--- config.mk ---
export PLATFORM = sky130hd
export DESIGN_NAME = relay_pid_autotuner
export DESIGN_NICKNAME = d
export VERILOG_FILES = /design/src/rtl/atune_pkg.sv /design/src/rtl/relay_pid_autotuner.sv /design/src/rtl/atune_div.sv
export SDC_FILE = /design/constraint.sdc
export NUM_CORES = 2
export LEC_CHECK = 0
export ABC_AREA = 1
export CAP_MARGIN = 20
export CORE_ASPECT_RATIO = 0.75
export CORE_MARGIN = 2
export CORE_UTILIZATION = 47
export CTS_BUF_LIST = sky130_fd_sc_hd__clkbuf_8
export DETAILED_ROUTE_END_ITERATION = 8
export DONT_BUFFER_PORTS = 1
export MAX_ROUTING_LAYER = met4
export PLACE_DENSITY = 0.7
export SETUP_SLACK_MARGIN = 0.2
export SYNTH_ARGS = -nofsm -noshare
export SYNTH_HDL_FRONTEND = slang
export SYNTH_SLANG_ARGS = --single-unit
--- constraint.sdc ---
create_clock -name REF_CLK -period 33.3 [get_ports REF_CLK]
set_input_delay 6.66 -clock REF_CLK [delete_from_list [all_inputs] [get_ports REF_CLK]]
set_output_delay 6.66 -clock REF_CLK [all_outputs]
set_load 0.03 [all_outputs]
--- src/rtl/atune_pkg.sv ---
// constants, register map and state type for the relay auto-tuner
package atune_pkg;
  // timing: one setting step is 0.1 ms
  localparam int unsigned CLK_PERIOD_NS = 10;
  localparam int unsigned STEP_NS = 100000;
  localparam int unsigned STEP_CYCLES = STEP_NS / CLK_PERIOD_NS;
  localparam logic [15:0] CYCLE_MIN = 16'h0064;
  localparam logic [3:0] SETTLE_CYCLES = 4'h3;
  // register byte offsets
  localparam logic [7:0] OFS_CTRL = 8'h00;
  localparam logic [7:0] OFS_SV = 8'h04;
  localparam logic [7:0] OFS_CYCLE = 8'h08;
  localparam logic [7:0] OFS_MV_MAX = 8'h0C;
  localparam logic [7:0] OFS_MV_MIN = 8'h10;
  localparam logic [7:0] OFS_PWM_PT = 8'h14;
  localparam logic [7:0] OFS_PWM_PRD = 8'h18;
  localparam logic [7:0] OFS_HYS = 8'h1C;
  localparam logic [7:0] OFS_STATUS = 8'h20;
  localparam logic [7:0] OFS_PV = 8'h24;
  localparam logic [7:0] OFS_MV = 8'h28;
  localparam logic [7:0] OFS_ULT_GAIN = 8'h2C;
  localparam logic [7:0] OFS_ULT_PERIOD = 8'h30;
  localparam logic [7:0] OFS_KP = 8'h34;
  localparam logic [7:0] OFS_TI = 8'h38;
  localparam logic [7:0] OFS_TD = 8'h3C;
  // control word fields
  localparam int unsigned CTRL_START = 0;
  localparam int unsigned CTRL_STOP = 1;
  localparam int unsigned CTRL_REV = 2;
  localparam int unsigned CTRL_PWM_EN = 3;
  localparam int unsigned CTRL_MODE = 4;
  localparam logic [1:0] MODE_P = 2'h0;
  localparam logic [1:0] MODE_PI = 2'h1;
  localparam logic [1:0] MODE_PID = 2'h2;
  // status word fields
  localparam int unsigned STAT_BUSY = 0;
  localparam int unsigned STAT_DONE = 1;
  localparam int unsigned STAT_ERR = 2;
  localparam int unsigned STAT_RELAY = 3;
  localparam int unsigned STAT_CODE = 8;
  // reset values
  localparam logic [15:0] RST_SV = 16'h0000;
  localparam logic [15:0] RST_CYCLE = 16'h0064;
  localparam logic [15:0] RST_MV_MAX = 16'h0FA0;
  localparam logic [15:0] RST_MV_MIN = 16'h0000;
  localparam logic [15:0] RST_PWM_PRD = 16'h0000;
  localparam logic [15:0] RST_HYS = 16'h0000;
  // Q16 scale factors
  localparam logic [16:0] FOUR_OVER_PI = 17'h145F3;
  localparam logic [16:0] GAIN_P = 17'h08000;
  localparam logic [16:0] GAIN_PI = 17'h07333;
  localparam logic [16:0] GAIN_PID = 17'h0999A;
  localparam logic [16:0] INV_1P2 = 17'h0D555;
  // error codes
  localparam logic [7:0] ERR_NONE = 8'h00;
  localparam logic [7:0] ERR_MV_ORDER = 8'h01;
  localparam logic [7:0] ERR_NO_SWING = 8'h02;
  localparam logic [7:0] ERR_CYCLE = 8'h03;
  localparam logic [7:0] ERR_PWM_PRD = 8'h04;
  typedef enum logic [2:0] {ST_IDLE, ST_RELAY, ST_DIV, ST_COEF, ST_DONE, ST_FAULT} state_t;
endpackage

--- src/rtl/relay_pid_autotuner.sv ---
// relay auto-tuning engine for one PID loop, Wishbone register slave
`timescale 1ns/1ps
`default_nettype none
module relay_pid_autotuner #(
  parameter int unsigned STEP_CYCLES = atune_pkg::STEP_CYCLES
) (
  // clock and reset
  input wire logic REF_CLK,
  input wire logic RSTN,
  // wishbone slave
  input wire logic WB_CYC_I,
  input wire logic WB_STB_I,
  input wire logic WB_WE_I,
  input wire logic [7:0] WB_ADR_I,
  input wire logic [3:0] WB_SEL_I,
  input wire logic [31:0] WB_DAT_I,
  output logic [31:0] WB_DAT_O,
  output logic WB_ACK_O,
  // process side
  input wire logic [15:0] PV_IN,
  output logic [15:0] MV_OUT,
  output logic [31:0] PWM_OUT,
  output logic ERR_OUT
);
  logic [1:0] rst_sync_r;
  logic rst_n;
  logic [15:0] pv_meta_r, pv_r;
  logic ack_r, bus_req, wr, start_p, stop_p;
  logic [31:0] rd_nxt;
  logic [15:0] sv_r, cycle_r, mvmax_r, mvmin_r, prd_r, hys_r;
  logic [4:0] pwmpt_r;
  logic rev_r, pwmen_r, relay_hi_r, err_r, above, below, sw_dn, op_tick, step;
  logic [1:0] mode_r;
  logic [7:0] code_r;
  atune_pkg::state_t state_r;
  logic [15:0] step_cnt_r, op_cnt_r, per_cnt_r, width_r, mv_r, pwm_cnt_r;
  logic signed [17:0] pv_s, upper, lower;
  logic signed [15:0] pmax_r, pmin_r;
  logic [3:0] swing_cnt_r;
  logic [31:0] pu_r, ku_r, kp_r, ti_r, td_r;
  logic [15:0] dmv, mv_ofs;
  logic div_done;
  logic [32:0] quo;
  logic [48:0] kp_prod, ti_prod;
  logic [16:0] gain;
  logic pwm_on_r;

  // reset released through two flops
  always_ff @(posedge REF_CLK or negedge RSTN) begin
    if (!RSTN) rst_sync_r <= 2'h0;
    else rst_sync_r <= {rst_sync_r[0], 1'b1};
  end
  assign rst_n = rst_sync_r[1];

  // process value synchroniser; only pv_r is read by logic
  always_ff @(posedge REF_CLK or negedge rst_n) begin
    if (!rst_n) begin
      pv_meta_r <= 16'h0000;
      pv_r <= 16'h0000;
    end else begin
      pv_meta_r <= PV_IN;
      pv_r <= pv_meta_r;
    end
  end

  // byte-lane merge for the sixteen-bit settings
  function automatic logic [15:0] merge16(input logic [15:0] old, input logic [31:0] d,
                                          input logic [3:0] sel);
    logic [15:0] m;
    m = old;
    if (sel[0]) m[7:0] = d[7:0];
    if (sel[1]) m[15:8] = d[15:8];
    return m;
  endfunction

  // one ack per request, the cycle after it is seen
  assign bus_req = WB_CYC_I & WB_STB_I & ~ack_r;
  assign wr = bus_req & WB_WE_I;
  assign start_p = wr && WB_ADR_I == atune_pkg::OFS_CTRL && WB_SEL_I[0]
                   && WB_DAT_I[atune_pkg::CTRL_START];
  assign stop_p = wr && WB_ADR_I == atune_pkg::OFS_CTRL && WB_SEL_I[0]
                  && WB_DAT_I[atune_pkg::CTRL_STOP];
  always_ff @(posedge REF_CLK or negedge rst_n) begin
    if (!rst_n) ack_r <= 1'b0;
    else ack_r <= bus_req;
  end
  assign WB_ACK_O = ack_r;

  // settings written by software
  always_ff @(posedge REF_CLK or negedge rst_n) begin
    if (!rst_n) begin
      sv_r <= atune_pkg::RST_SV;
      cycle_r <= atune_pkg::RST_CYCLE;
      mvmax_r <= atune_pkg::RST_MV_MAX;
      mvmin_r <= atune_pkg::RST_MV_MIN;
      prd_r <= atune_pkg::RST_PWM_PRD;
      hys_r <= atune_pkg::RST_HYS;
      pwmpt_r <= 5'h00;
      rev_r <= 1'b0;
      pwmen_r <= 1'b0;
      mode_r <= atune_pkg::MODE_PID;
    end else if (wr) begin
      unique case (WB_ADR_I)
        atune_pkg::OFS_CTRL: begin
          if (WB_SEL_I[0]) begin
            rev_r <= WB_DAT_I[atune_pkg::CTRL_REV];
            pwmen_r <= WB_DAT_I[atune_pkg::CTRL_PWM_EN];
            mode_r <= WB_DAT_I[atune_pkg::CTRL_MODE +: 2];
          end
        end
        atune_pkg::OFS_SV: sv_r <= merge16(sv_r, WB_DAT_I, WB_SEL_I);
        atune_pkg::OFS_CYCLE: cycle_r <= merge16(cycle_r, WB_DAT_I, WB_SEL_I);
        atune_pkg::OFS_MV_MAX: mvmax_r <= merge16(mvmax_r, WB_DAT_I, WB_SEL_I);
        atune_pkg::OFS_MV_MIN: mvmin_r <= merge16(mvmin_r, WB_DAT_I, WB_SEL_I);
        atune_pkg::OFS_PWM_PT: if (WB_SEL_I[0]) pwmpt_r <= WB_DAT_I[4:0];
        atune_pkg::OFS_PWM_PRD: prd_r <= merge16(prd_r, WB_DAT_I, WB_SEL_I);
        atune_pkg::OFS_HYS: hys_r <= merge16(hys_r, WB_DAT_I, WB_SEL_I);
        default: ;
      endcase
    end
  end

  // read mux; unmapped offsets read zero
  always_comb begin
    rd_nxt = 32'h00000000;
    unique case (WB_ADR_I)
      atune_pkg::OFS_CTRL: rd_nxt = {26'h0, mode_r, pwmen_r, rev_r, 2'h0};
      atune_pkg::OFS_SV: rd_nxt = {16'h0000, sv_r};
      atune_pkg::OFS_CYCLE: rd_nxt = {16'h0000, cycle_r};
      atune_pkg::OFS_MV_MAX: rd_nxt = {16'h0000, mvmax_r};
      atune_pkg::OFS_MV_MIN: rd_nxt = {16'h0000, mvmin_r};
      atune_pkg::OFS_PWM_PT: rd_nxt = {27'h0, pwmpt_r};
      atune_pkg::OFS_PWM_PRD: rd_nxt = {16'h0000, prd_r};
      atune_pkg::OFS_HYS: rd_nxt = {16'h0000, hys_r};
      atune_pkg::OFS_STATUS: rd_nxt = {16'h0000, code_r, 4'h0, relay_hi_r, err_r,
                                       state_r == atune_pkg::ST_DONE,
                                       state_r inside {atune_pkg::ST_RELAY,
                                                       atune_pkg::ST_DIV,
                                                       atune_pkg::ST_COEF}};
      atune_pkg::OFS_PV: rd_nxt = {16'h0000, pv_r};
      atune_pkg::OFS_MV: rd_nxt = {16'h0000, mv_r};
      atune_pkg::OFS_ULT_GAIN: rd_nxt = ku_r;
      atune_pkg::OFS_ULT_PERIOD: rd_nxt = pu_r;
      atune_pkg::OFS_KP: rd_nxt = kp_r;
      atune_pkg::OFS_TI: rd_nxt = ti_r;
      atune_pkg::OFS_TD: rd_nxt = td_r;
      default: rd_nxt = 32'h00000000;
    endcase
  end
  always_ff @(posedge REF_CLK or negedge rst_n) begin
    if (!rst_n) WB_DAT_O <= 32'h00000000;
    else if (bus_req) WB_DAT_O <= rd_nxt;
  end

  // 0.1 ms step and operation cycle ticks
  // one evaluation per cycle
  assign step = (step_cnt_r == 16'(STEP_CYCLES - 1));
  assign op_tick = step && state_r == atune_pkg::ST_RELAY && (op_cnt_r >= cycle_r - 16'h0001);
  always_ff @(posedge REF_CLK or negedge rst_n) begin
    if (!rst_n) begin
      step_cnt_r <= 16'h0000;
      op_cnt_r <= 16'h0000;
    end else begin
      step_cnt_r <= step ? 16'h0000 : step_cnt_r + 16'h0001;
      if (state_r != atune_pkg::ST_RELAY || op_tick) op_cnt_r <= 16'h0000;
      else if (step) op_cnt_r <= op_cnt_r + 16'h0001;
    end
  end

  // signed thresholds around the set value
  // hysteresis band
  assign pv_s = 18'(signed'(pv_r));
  assign upper = 18'(signed'(sv_r)) + signed'({2'b00, hys_r});
  assign lower = 18'(signed'(sv_r)) - signed'({2'b00, hys_r});
  assign above = pv_s > upper;
  assign below = pv_s < lower;
  // reverse swaps which crossing ends the high phase
  assign sw_dn = op_tick && state_r == atune_pkg::ST_RELAY && relay_hi_r
                 && (rev_r ? below : above);
  assign dmv = 16'(signed'(mvmax_r) - signed'(mvmin_r));

  // relay output phase
  // start high, toggle at threshold crossings
  always_ff @(posedge REF_CLK or negedge rst_n) begin
    if (!rst_n) relay_hi_r <= 1'b0;
    else if (start_p) relay_hi_r <= 1'b1;
    else if (sw_dn) relay_hi_r <= 1'b0;
    else if (op_tick && state_r == atune_pkg::ST_RELAY && !relay_hi_r
             && (rev_r ? above : below)) relay_hi_r <= 1'b1;
  end

  // swing peaks and period between falling switchings
  // width and period of the oscillation
  always_ff @(posedge REF_CLK or negedge rst_n) begin
    if (!rst_n) begin
      pmax_r <= 16'h0000;
      pmin_r <= 16'h0000;
      per_cnt_r <= 16'h0000;
      swing_cnt_r <= 4'h0;
      width_r <= 16'h0000;
      pu_r <= 32'h00000000;
    end else if (start_p) begin
      swing_cnt_r <= 4'h0;
      per_cnt_r <= 16'h0000;
    end else if (sw_dn) begin
      pmax_r <= signed'(pv_r);
      pmin_r <= signed'(pv_r);
      per_cnt_r <= 16'h0000;
      swing_cnt_r <= swing_cnt_r + 4'h1;
      width_r <= 16'(pmax_r - pmin_r);
      pu_r <= 32'(per_cnt_r + 16'h0001) * 32'(cycle_r);
    end else if (op_tick && state_r == atune_pkg::ST_RELAY) begin
      if (signed'(pv_r) > pmax_r) pmax_r <= signed'(pv_r);
      if (signed'(pv_r) < pmin_r) pmin_r <= signed'(pv_r);
      if (per_cnt_r != 16'hFFFF) per_cnt_r <= per_cnt_r + 16'h0001;
    end
  end

  // ultimate gain divider, Q16; latched width, the live peaks restart here
  // four over pi times span, over width
  atune_div u_div (
    .clk(REF_CLK),
    .rst_n(rst_n),
    .start(state_r == atune_pkg::ST_RELAY && sw_dn && pmax_r != pmin_r
           && swing_cnt_r == atune_pkg::SETTLE_CYCLES),
    .dividend(33'(dmv) * 33'(atune_pkg::FOUR_OVER_PI)),
    .divisor(width_r),
    .done(div_done),
    .quotient(quo)
  );

  // tuning sequence and fault handling
  // fault entry and error code
  always_ff @(posedge REF_CLK or negedge rst_n) begin
    if (!rst_n) begin
      state_r <= atune_pkg::ST_IDLE;
      err_r <= 1'b0;
      code_r <= atune_pkg::ERR_NONE;
    end else if (start_p) begin
      err_r <= 1'b0;
      code_r <= atune_pkg::ERR_NONE;
      state_r <= atune_pkg::ST_RELAY;
      if (signed'(mvmax_r) < signed'(mvmin_r)) begin
        state_r <= atune_pkg::ST_FAULT;
        err_r <= 1'b1;
        code_r <= atune_pkg::ERR_MV_ORDER;
      end else if (cycle_r < atune_pkg::CYCLE_MIN) begin
        state_r <= atune_pkg::ST_FAULT;
        err_r <= 1'b1;
        code_r <= atune_pkg::ERR_CYCLE;
      end else if (WB_DAT_I[atune_pkg::CTRL_PWM_EN] && prd_r < atune_pkg::CYCLE_MIN) begin
        state_r <= atune_pkg::ST_FAULT;
        err_r <= 1'b1;
        code_r <= atune_pkg::ERR_PWM_PRD;
      end
    end else if (stop_p) begin
      state_r <= atune_pkg::ST_IDLE;
    end else begin
      unique case (state_r)
        atune_pkg::ST_RELAY: begin
          if (sw_dn && swing_cnt_r == atune_pkg::SETTLE_CYCLES) begin
            if (pmax_r == pmin_r) begin
              state_r <= atune_pkg::ST_FAULT;
              err_r <= 1'b1;
              code_r <= atune_pkg::ERR_NO_SWING;
            end else begin
              state_r <= atune_pkg::ST_DIV;
            end
          end
        end
        atune_pkg::ST_DIV: if (div_done) state_r <= atune_pkg::ST_COEF;
        atune_pkg::ST_COEF: state_r <= atune_pkg::ST_DONE;
        atune_pkg::ST_IDLE, atune_pkg::ST_DONE, atune_pkg::ST_FAULT: ;
      endcase
    end
  end
  assign ERR_OUT = err_r;

  // coefficient products in Q16
  // Ziegler-Nichols table
  assign gain = mode_r == atune_pkg::MODE_P ? atune_pkg::GAIN_P :
                mode_r == atune_pkg::MODE_PI ? atune_pkg::GAIN_PI : atune_pkg::GAIN_PID;
  assign kp_prod = 49'(ku_r) * 49'(gain);
  assign ti_prod = 49'(pu_r) * 49'(atune_pkg::INV_1P2);
  always_ff @(posedge REF_CLK or negedge rst_n) begin
    if (!rst_n) begin
      ku_r <= 32'h00000000;
      kp_r <= 32'h00000000;
      ti_r <= 32'h00000000;
      td_r <= 32'h00000000;
    end else if (div_done) begin
      ku_r <= quo[32] ? 32'hFFFFFFFF : quo[31:0];
    end else if (state_r == atune_pkg::ST_COEF) begin
      kp_r <= kp_prod[47:16];
      ti_r <= mode_r == atune_pkg::MODE_PI ? ti_prod[47:16] :
              mode_r == atune_pkg::MODE_PID ? {1'b0, pu_r[31:1]} : 32'h00000000;
      td_r <= mode_r == atune_pkg::MODE_PID ? {3'h0, pu_r[31:3]} : 32'h00000000;
    end
  end

  // manipulated value; minimum whenever not relaying
  // minimum output on fault
  always_ff @(posedge REF_CLK or negedge rst_n) begin
    if (!rst_n) mv_r <= 16'h0000;
    else if (state_r == atune_pkg::ST_RELAY && relay_hi_r) mv_r <= mvmax_r;
    else mv_r <= mvmin_r;
  end
  assign MV_OUT = mv_r;

  // pulse-width duty: cnt*span < (mv-min)*period, no divider needed
  // period in steps, linear duty
  assign mv_ofs = 16'(signed'(mv_r) - signed'(mvmin_r));
  always_ff @(posedge REF_CLK or negedge rst_n) begin
    if (!rst_n) begin
      pwm_cnt_r <= 16'h0000;
      pwm_on_r <= 1'b0;
    end else begin
      if (!pwmen_r) pwm_cnt_r <= 16'h0000;
      else if (step) pwm_cnt_r <= pwm_cnt_r + 16'h0001 >= prd_r ? 16'h0000
                                  : pwm_cnt_r + 16'h0001;
      pwm_on_r <= pwmen_r && dmv != 16'h0000
                  && 32'(pwm_cnt_r) * 32'(dmv) < 32'(mv_ofs) * 32'(prd_r);
    end
  end

  // one flop per output point
  // only the chosen point, only while enabled
  for (genvar i = 0; i < 32; i++) begin : g_pt
    always_ff @(posedge REF_CLK or negedge rst_n) begin
      if (!rst_n) PWM_OUT[i] <= 1'b0;
      else PWM_OUT[i] <= pwm_on_r && pwmen_r && pwmpt_r == 5'(i);
    end
  end

  // checks
  start_high_a: assert property (@(posedge REF_CLK) disable iff (!rst_n)
    start_p && signed'(mvmax_r) >= signed'(mvmin_r) && cycle_r >= atune_pkg::CYCLE_MIN &&
    !(WB_DAT_I[atune_pkg::CTRL_PWM_EN] && prd_r < atune_pkg::CYCLE_MIN) |=> ##1 mv_r == mvmax_r)
    else $error("tuning did not start at maximum output");
  hys_switch_a: assert property (@(posedge REF_CLK) disable iff (!rst_n)
    op_tick && state_r == atune_pkg::ST_RELAY && relay_hi_r && !rev_r && above && !start_p
    |=> !relay_hi_r)
    else $error("relay did not drop above upper threshold");
  rev_switch_a: assert property (@(posedge REF_CLK) disable iff (!rst_n)
    op_tick && state_r == atune_pkg::ST_RELAY && !relay_hi_r && rev_r && above && !start_p
    |=> relay_hi_r)
    else $error("reverse relay did not rise above upper threshold");
  order_err_a: assert property (@(posedge REF_CLK) disable iff (!rst_n)
    start_p && signed'(mvmax_r) < signed'(mvmin_r)
    |=> state_r == atune_pkg::ST_FAULT && code_r == atune_pkg::ERR_MV_ORDER)
    else $error("limit order fault missed");
  fault_min_a: assert property (@(posedge REF_CLK) disable iff (!rst_n)
    state_r == atune_pkg::ST_FAULT && !start_p |=> mv_r == $past(mvmin_r) && ERR_OUT)
    else $error("fault did not hold minimum output");
  run_clear_a: assert property (@(posedge REF_CLK) disable iff (!rst_n)
    state_r == atune_pkg::ST_RELAY |-> !err_r && code_r == atune_pkg::ERR_NONE)
    else $error("error shown while tuning");
  pwm_off_a: assert property (@(posedge REF_CLK) disable iff (!rst_n)
    !pwmen_r [*2] |=> PWM_OUT == 32'h00000000)
    else $error("pulse output while disabled");
  td_coef_a: assert property (@(posedge REF_CLK) disable iff (!rst_n)
    state_r == atune_pkg::ST_COEF && mode_r == atune_pkg::MODE_PID
    |=> td_r == $past(pu_r) >> 3 && ti_r == $past(pu_r) >> 1)
    else $error("derivative or integral time wrong");
  op_rate_a: assert property (@(posedge REF_CLK) disable iff (!rst_n)
    op_tick |=> !op_tick [*8])
    else $error("operation cycles too close");
  ack_pulse_a: assert property (@(posedge REF_CLK) disable iff (!rst_n)
    WB_ACK_O |=> !WB_ACK_O)
    else $error("ack held two cycles");
  done_c: cover property (@(posedge REF_CLK) disable iff (!rst_n)
    state_r == atune_pkg::ST_COEF ##1 state_r == atune_pkg::ST_DONE);
  fault_c: cover property (@(posedge REF_CLK) disable iff (!rst_n) $rose(err_r));
  pwm_c: cover property (@(posedge REF_CLK) disable iff (!rst_n) $rose(|PWM_OUT));
endmodule
`default_nettype wire

--- src/rtl/atune_div.sv ---
// restoring unsigned divider, one quotient bit per clock
`timescale 1ns/1ps
`default_nettype none
module atune_div (
  // clock and reset
  input wire logic clk,
  input wire logic rst_n,
  // request
  input wire logic start,
  input wire logic [32:0] dividend,
  input wire logic [15:0] divisor,
  // answer
  output logic done,
  output logic [32:0] quotient
);
  logic [15:0] rem_r;
  logic [5:0] cnt_r;
  logic [16:0] trial;

  // next partial remainder
  assign trial = {rem_r, quotient[32]};

  // shift-subtract loop; done pulses with the last bit
  always_ff @(posedge clk or negedge rst_n) begin
    if (!rst_n) begin
      rem_r <= 16'h0000;
      quotient <= 33'h000000000;
      cnt_r <= 6'h00;
      done <= 1'b0;
    end else if (start) begin
      rem_r <= 16'h0000;
      quotient <= dividend;
      cnt_r <= 6'h21;
      done <= 1'b0;
    end else if (cnt_r != 6'h00) begin
      if (trial >= {1'b0, divisor}) begin
        rem_r <= 16'(trial - {1'b0, divisor});
        quotient <= {quotient[31:0], 1'b1};
      end else begin
        rem_r <= trial[15:0];
        quotient <= {quotient[31:0], 1'b0};
      end
      cnt_r <= cnt_r - 6'h01;
      done <= (cnt_r == 6'h01);
    end else begin
      done <= 1'b0;
    end
  end
endmodule
`default_nettype wire

==> key figures <==
Setup path
  – Slowest CP cell: nor4_1
  – Slowest stage delay, CP: 660 ps
  – Crit Path Category: flop to flop
  – RR Startpoint: MV_OUT[2]$_DFF_PN0_
  – Worst R2R Path Depth: 39
  – CP Data Arrival Time: 11000 ps
  – CP Capture Type: flop
  – Reg-to-reg slack, setup: 23000 ps
  – Cell mode on critical path: nand2_1
  – Crit path max fanout: 10
  – CP Launch Type: flop
  – Worst R2R End: pwm_on_r$_DFF_PN0_
  – Worst EP required: 34000 ps

Clock network
  – # hold bufs at CTS: 0
  – Clk root buf: clkbuf_8
  – Post_cts resized: 0
  – Number of buffers created by CTS: 101
  – H-Tree Depth: 3
  – Maximum clock path buffer count: 3
  – CTS sink count: 558
  – # Post-CTS Setup Buffers: 0
  – Worst-path clk slew: 70 ps
  – CTS tree: done
  – Clk Latency, worst-skew pair: 870 ps

STA
  – Total Neg Setup Slack: 0 ps
  – Fin. Hold Viols: 0
  – Slew @ Worst Pin: 1130 ps
  – Max-slew violation count: 0
  – Unrepaired setup endpoints after global routing: no
  – FMAX: 97.1 MHz
  – Crit share post-route: 30.9%
  – Max-slew headroom: 24.4%
  – Final setup viols: 0
  – Final worst slack: 23000 ps
  – Skew final: 76.6 ps
  – Minimum clock period: 10300 ps

Synthesis
  – Async S/R FF share, synth: 100%
  – Ys flop type: dfrtp_1
  – Number of library cell types mapped by synthesis: 65
  – Cells after Synth: 10600
  – EDFF count, synth: 0
  – Mean post-synth cell area: 8.15 um2
  – Sequential cell area fraction in the yosys report: 16.2%
  – Synth Register Bits: 558
  – Yosys Warn Count: 0
  – Cell area after synthesis: 86500 um2
  – Syn Nets: 13000

Global routing
  – Global-route wire length before repair: 435000 um
  – Initial antenna violation count: 15
  – Largest net degree at the start of global routing: 166
  – Gr usage total: 31.2%
  – Overflow after GRT: 0
  – Vias in the first global route: 72500

Finish
  – Final net count: 12900
  – Share of cells above drive strength 1: 3.32%
  – FILL cells: 17700
  – FF+latch area: 14000 um2
  – Area of the multi-input gates: 62400 um2
  – Area Growth Syn to Fin: 5.48%

Hold path
  – Hold Crit Depth: 0
  – Hold Crit Class: flop to flop
  – Worst Hold Endpoint: rst_sync_r[1]$_DFF_PN0_
  – Worst Min Path Start: rst_sync_r[0]$_DFF_PN0_

Floorplan
  – Top-level port count: 147
  – Die Footprint: 187000 um2
  – Core Rows: 136
  – Die X: 499 um
  – Core footprint: 183000 um2
  – Chip Height: 375 um
  – Initial cell density of the core: 47.2%

Route
  – Post-DRT Antenna Nets: 0
  – DRT iter0 DRCs: 7355
  – Wire length per cell: 21.8 um
  – Residual DRC: 0
  – Initial DRT Pass Iterations: 9
  – DR vias/cell: 5.56
  – Vias: 72400
  – Routed wire length: 283000 um

Placement
  – Pre-CTS WS: 23340 ps
  – HPWL Detailed: 234000 um
  – Placer Congestion: 1.03
  – Port Buffers: 0

Power
  – Leakage: 47.0 nW
  – Power per cell area: 32.4 nW/um2
  – VDD IR max: 0.0596 mV

Outcome
  – Status: complete, no violations

Job
  – Max_cap viols: 0
where the power goes:
part	switching, W	internal [W]	leakage, nW
Combinational	0.000920	0.000535	38.2
Clock	0.000348	0.000413	1.26
Sequential	0.0000439	0.000692	7.45
Total	0.00131	0.00164	47.0
synth_stat cells (7+ instances only):
master	instances	area (um2)
or2_2	41	257
inv_1	2367	8880
buf_6	9	101
buf_1	19	71.3
a21boi_0	21	158
o21bai_1	47	353
o21a_1	14	105
nor4_1	30	188
o21ai_2	15	131
nor3_2	13	130
inv_2	19	71.3
clkinv_1	23	86.3
a31oi_1	38	238
dfrtp_1	548	13700
buf_4	7	52.6
o21ai_0	563	2820
o221ai_1	10	87.6
nand3b_1	14	105
nor3_1	84	420
buf_2	28	140
xor2_1	169	1480
xnor2_1	77	674
ha_1	1108	13900
o21ai_1	42	210
o22ai_1	56	350
a211oi_1	25	188
nand4_1	97	607
o211ai_1	34	255
a221oi_1	23	201
a21o_1	54	405
o2111ai_1	8	70.1
nand3_1	432	2160
dfstp_2	10	263
fa_1	1203	24100
nor2_2	7	43.8
nand2_1	1816	6820
a21oi_1	475	2380
clkbuf_1	189	709
nor2_1	815	3060
flip-flops by register name (all words and copies together) (netlist names), 29 cells and up:
name            cells
u_div.quotient     33
PWM_OUT            32
pu_r               32
ti_r               32
td_r               29
kp_r               32
WB_DAT_O           32
ku_r               32
cell usage in the layout, fill, tap and decap left out, types with 8 or more instances in the layout:
cell / instances
a31oi_1: 38
dfrtp_1: 547
nor4_1: 30
a211oi_1: 25
nand3_1: 431
dfstp_2: 10
o2111ai_1: 8
inv_1: 2393
o21a_1: 14
a21o_1: 54
nor2_2: 10
xnor2_1: 77
o221ai_1: 10
nor3_2: 13
o22ai_1: 56
o21ai_2: 15
nor2_1: 811
clkinv_2: 11
a21oi_1: 475
nand3b_1: 14
a21boi_0: 21
fa_1: 1203
clkinv_1: 23
nand4_1: 97
nor3_1: 84
inv_2: 19
ha_1: 1108
bufinv_16: 10
o21ai_0: 563
o211ai_1: 34
diode_2: 14
clkbuf_8: 121
o21bai_1: 47
a221oi_1: 23
nand2_1: 1816
buf_4: 53
o21ai_1: 42
xor2_1: 169
or2_2: 41
logic make-up (layout without fill, tap and decap cells):
family,Yosys count,count (layout),share of synthesized area (%)
adders and majority gates,2311,2311,43.9
AOI/OAI and AO/OA,1441,1441,9.36
xor gates and xnor gates,249,249,2.55
buffers and inverters,2662,2649,11.7
DFF,558,558,16.2
other,1,15,0.00434
and+or+nand+nor,3384,3384,16.3
per-layer routing:
layer	share of wire [%]	up-vias	GRT usage, %
li1	-	32900	-
met1	44	35800	44.2
met2	42	3304	43.9
met3	11	484	8.06
met4	3.4	0	9.07
met5	0	-	-
worst max-delay path by stage:
stage	to	start	cells after the start	slack [ps]
after detailed placement	pwm_on_r$_DFF_PN0_	MV_OUT[2]$_DFF_PN0_	39	23340
after global placement	pwm_on_r$_DFF_PN0_	MV_OUT[2]$_DFF_PN0_	39	23380
after global routing	pwm_on_r$_DFF_PN0_	MV_OUT[2]$_DFF_PN0_	39	22580
after floorplan	ERR_OUT$_DFFE_PN0P_	rst_sync_r[1]$_DFF_PN0_	0	16610
after CTS	pwm_on_r$_DFF_PN0_	MV_OUT[2]$_DFF_PN0_	39	23320
final	pwm_on_r$_DFF_PN0_	MV_OUT[2]$_DFF_PN0_	39	23000
final cells by class:
class / instances / area share, %
Clock buffer: 121 / 1.83
Antenna cell: 14 / 0.0384
Multi-Input combinational cell: 7386 / 68.4
Tap cell: 2415 / 3.31
Inverter: 2409 / 9.91
Sequential cell: 558 / 15.3
Clock inverter: 62 / 0.675
Timing Repair Buffer: 57 / 0.514
critical path: cells and delay by family (launching register included):
family | cells | cell delay [ps]
AOI/OAI and AO/OA | 3 | 550
DFF | 1 | 620
adders and majority gates | 9 | 4120
buffers and inverters | 4 | 810
and+or+nand+nor | 22 | 3910
xor gates and xnor gates | 1 | 150
per-stage QoR:
stage / instance area (um2) / hold WS, ps / instances / total power (W) / utilization [%]
2_1_floorplan: 86500 / 331 / 10600 / 0.00175 / -
3_3_place_gp: 88900 / 337 / 12800 / 0.00215 / 48.5
3_5_place_dp: 88900 / 338 / 12800 / 0.00218 / 48.5
4_1_cts: 91100 / 352 / 13000 / 0.00295 / 49.8
5_1_grt: 91200 / 362 / 13000 / 0.00319 / 49.8
6_report: 91200 / 350 / 13000 / 0.00295 / 49.8
No activity file was read; power rests on OpenSTA's default activity.
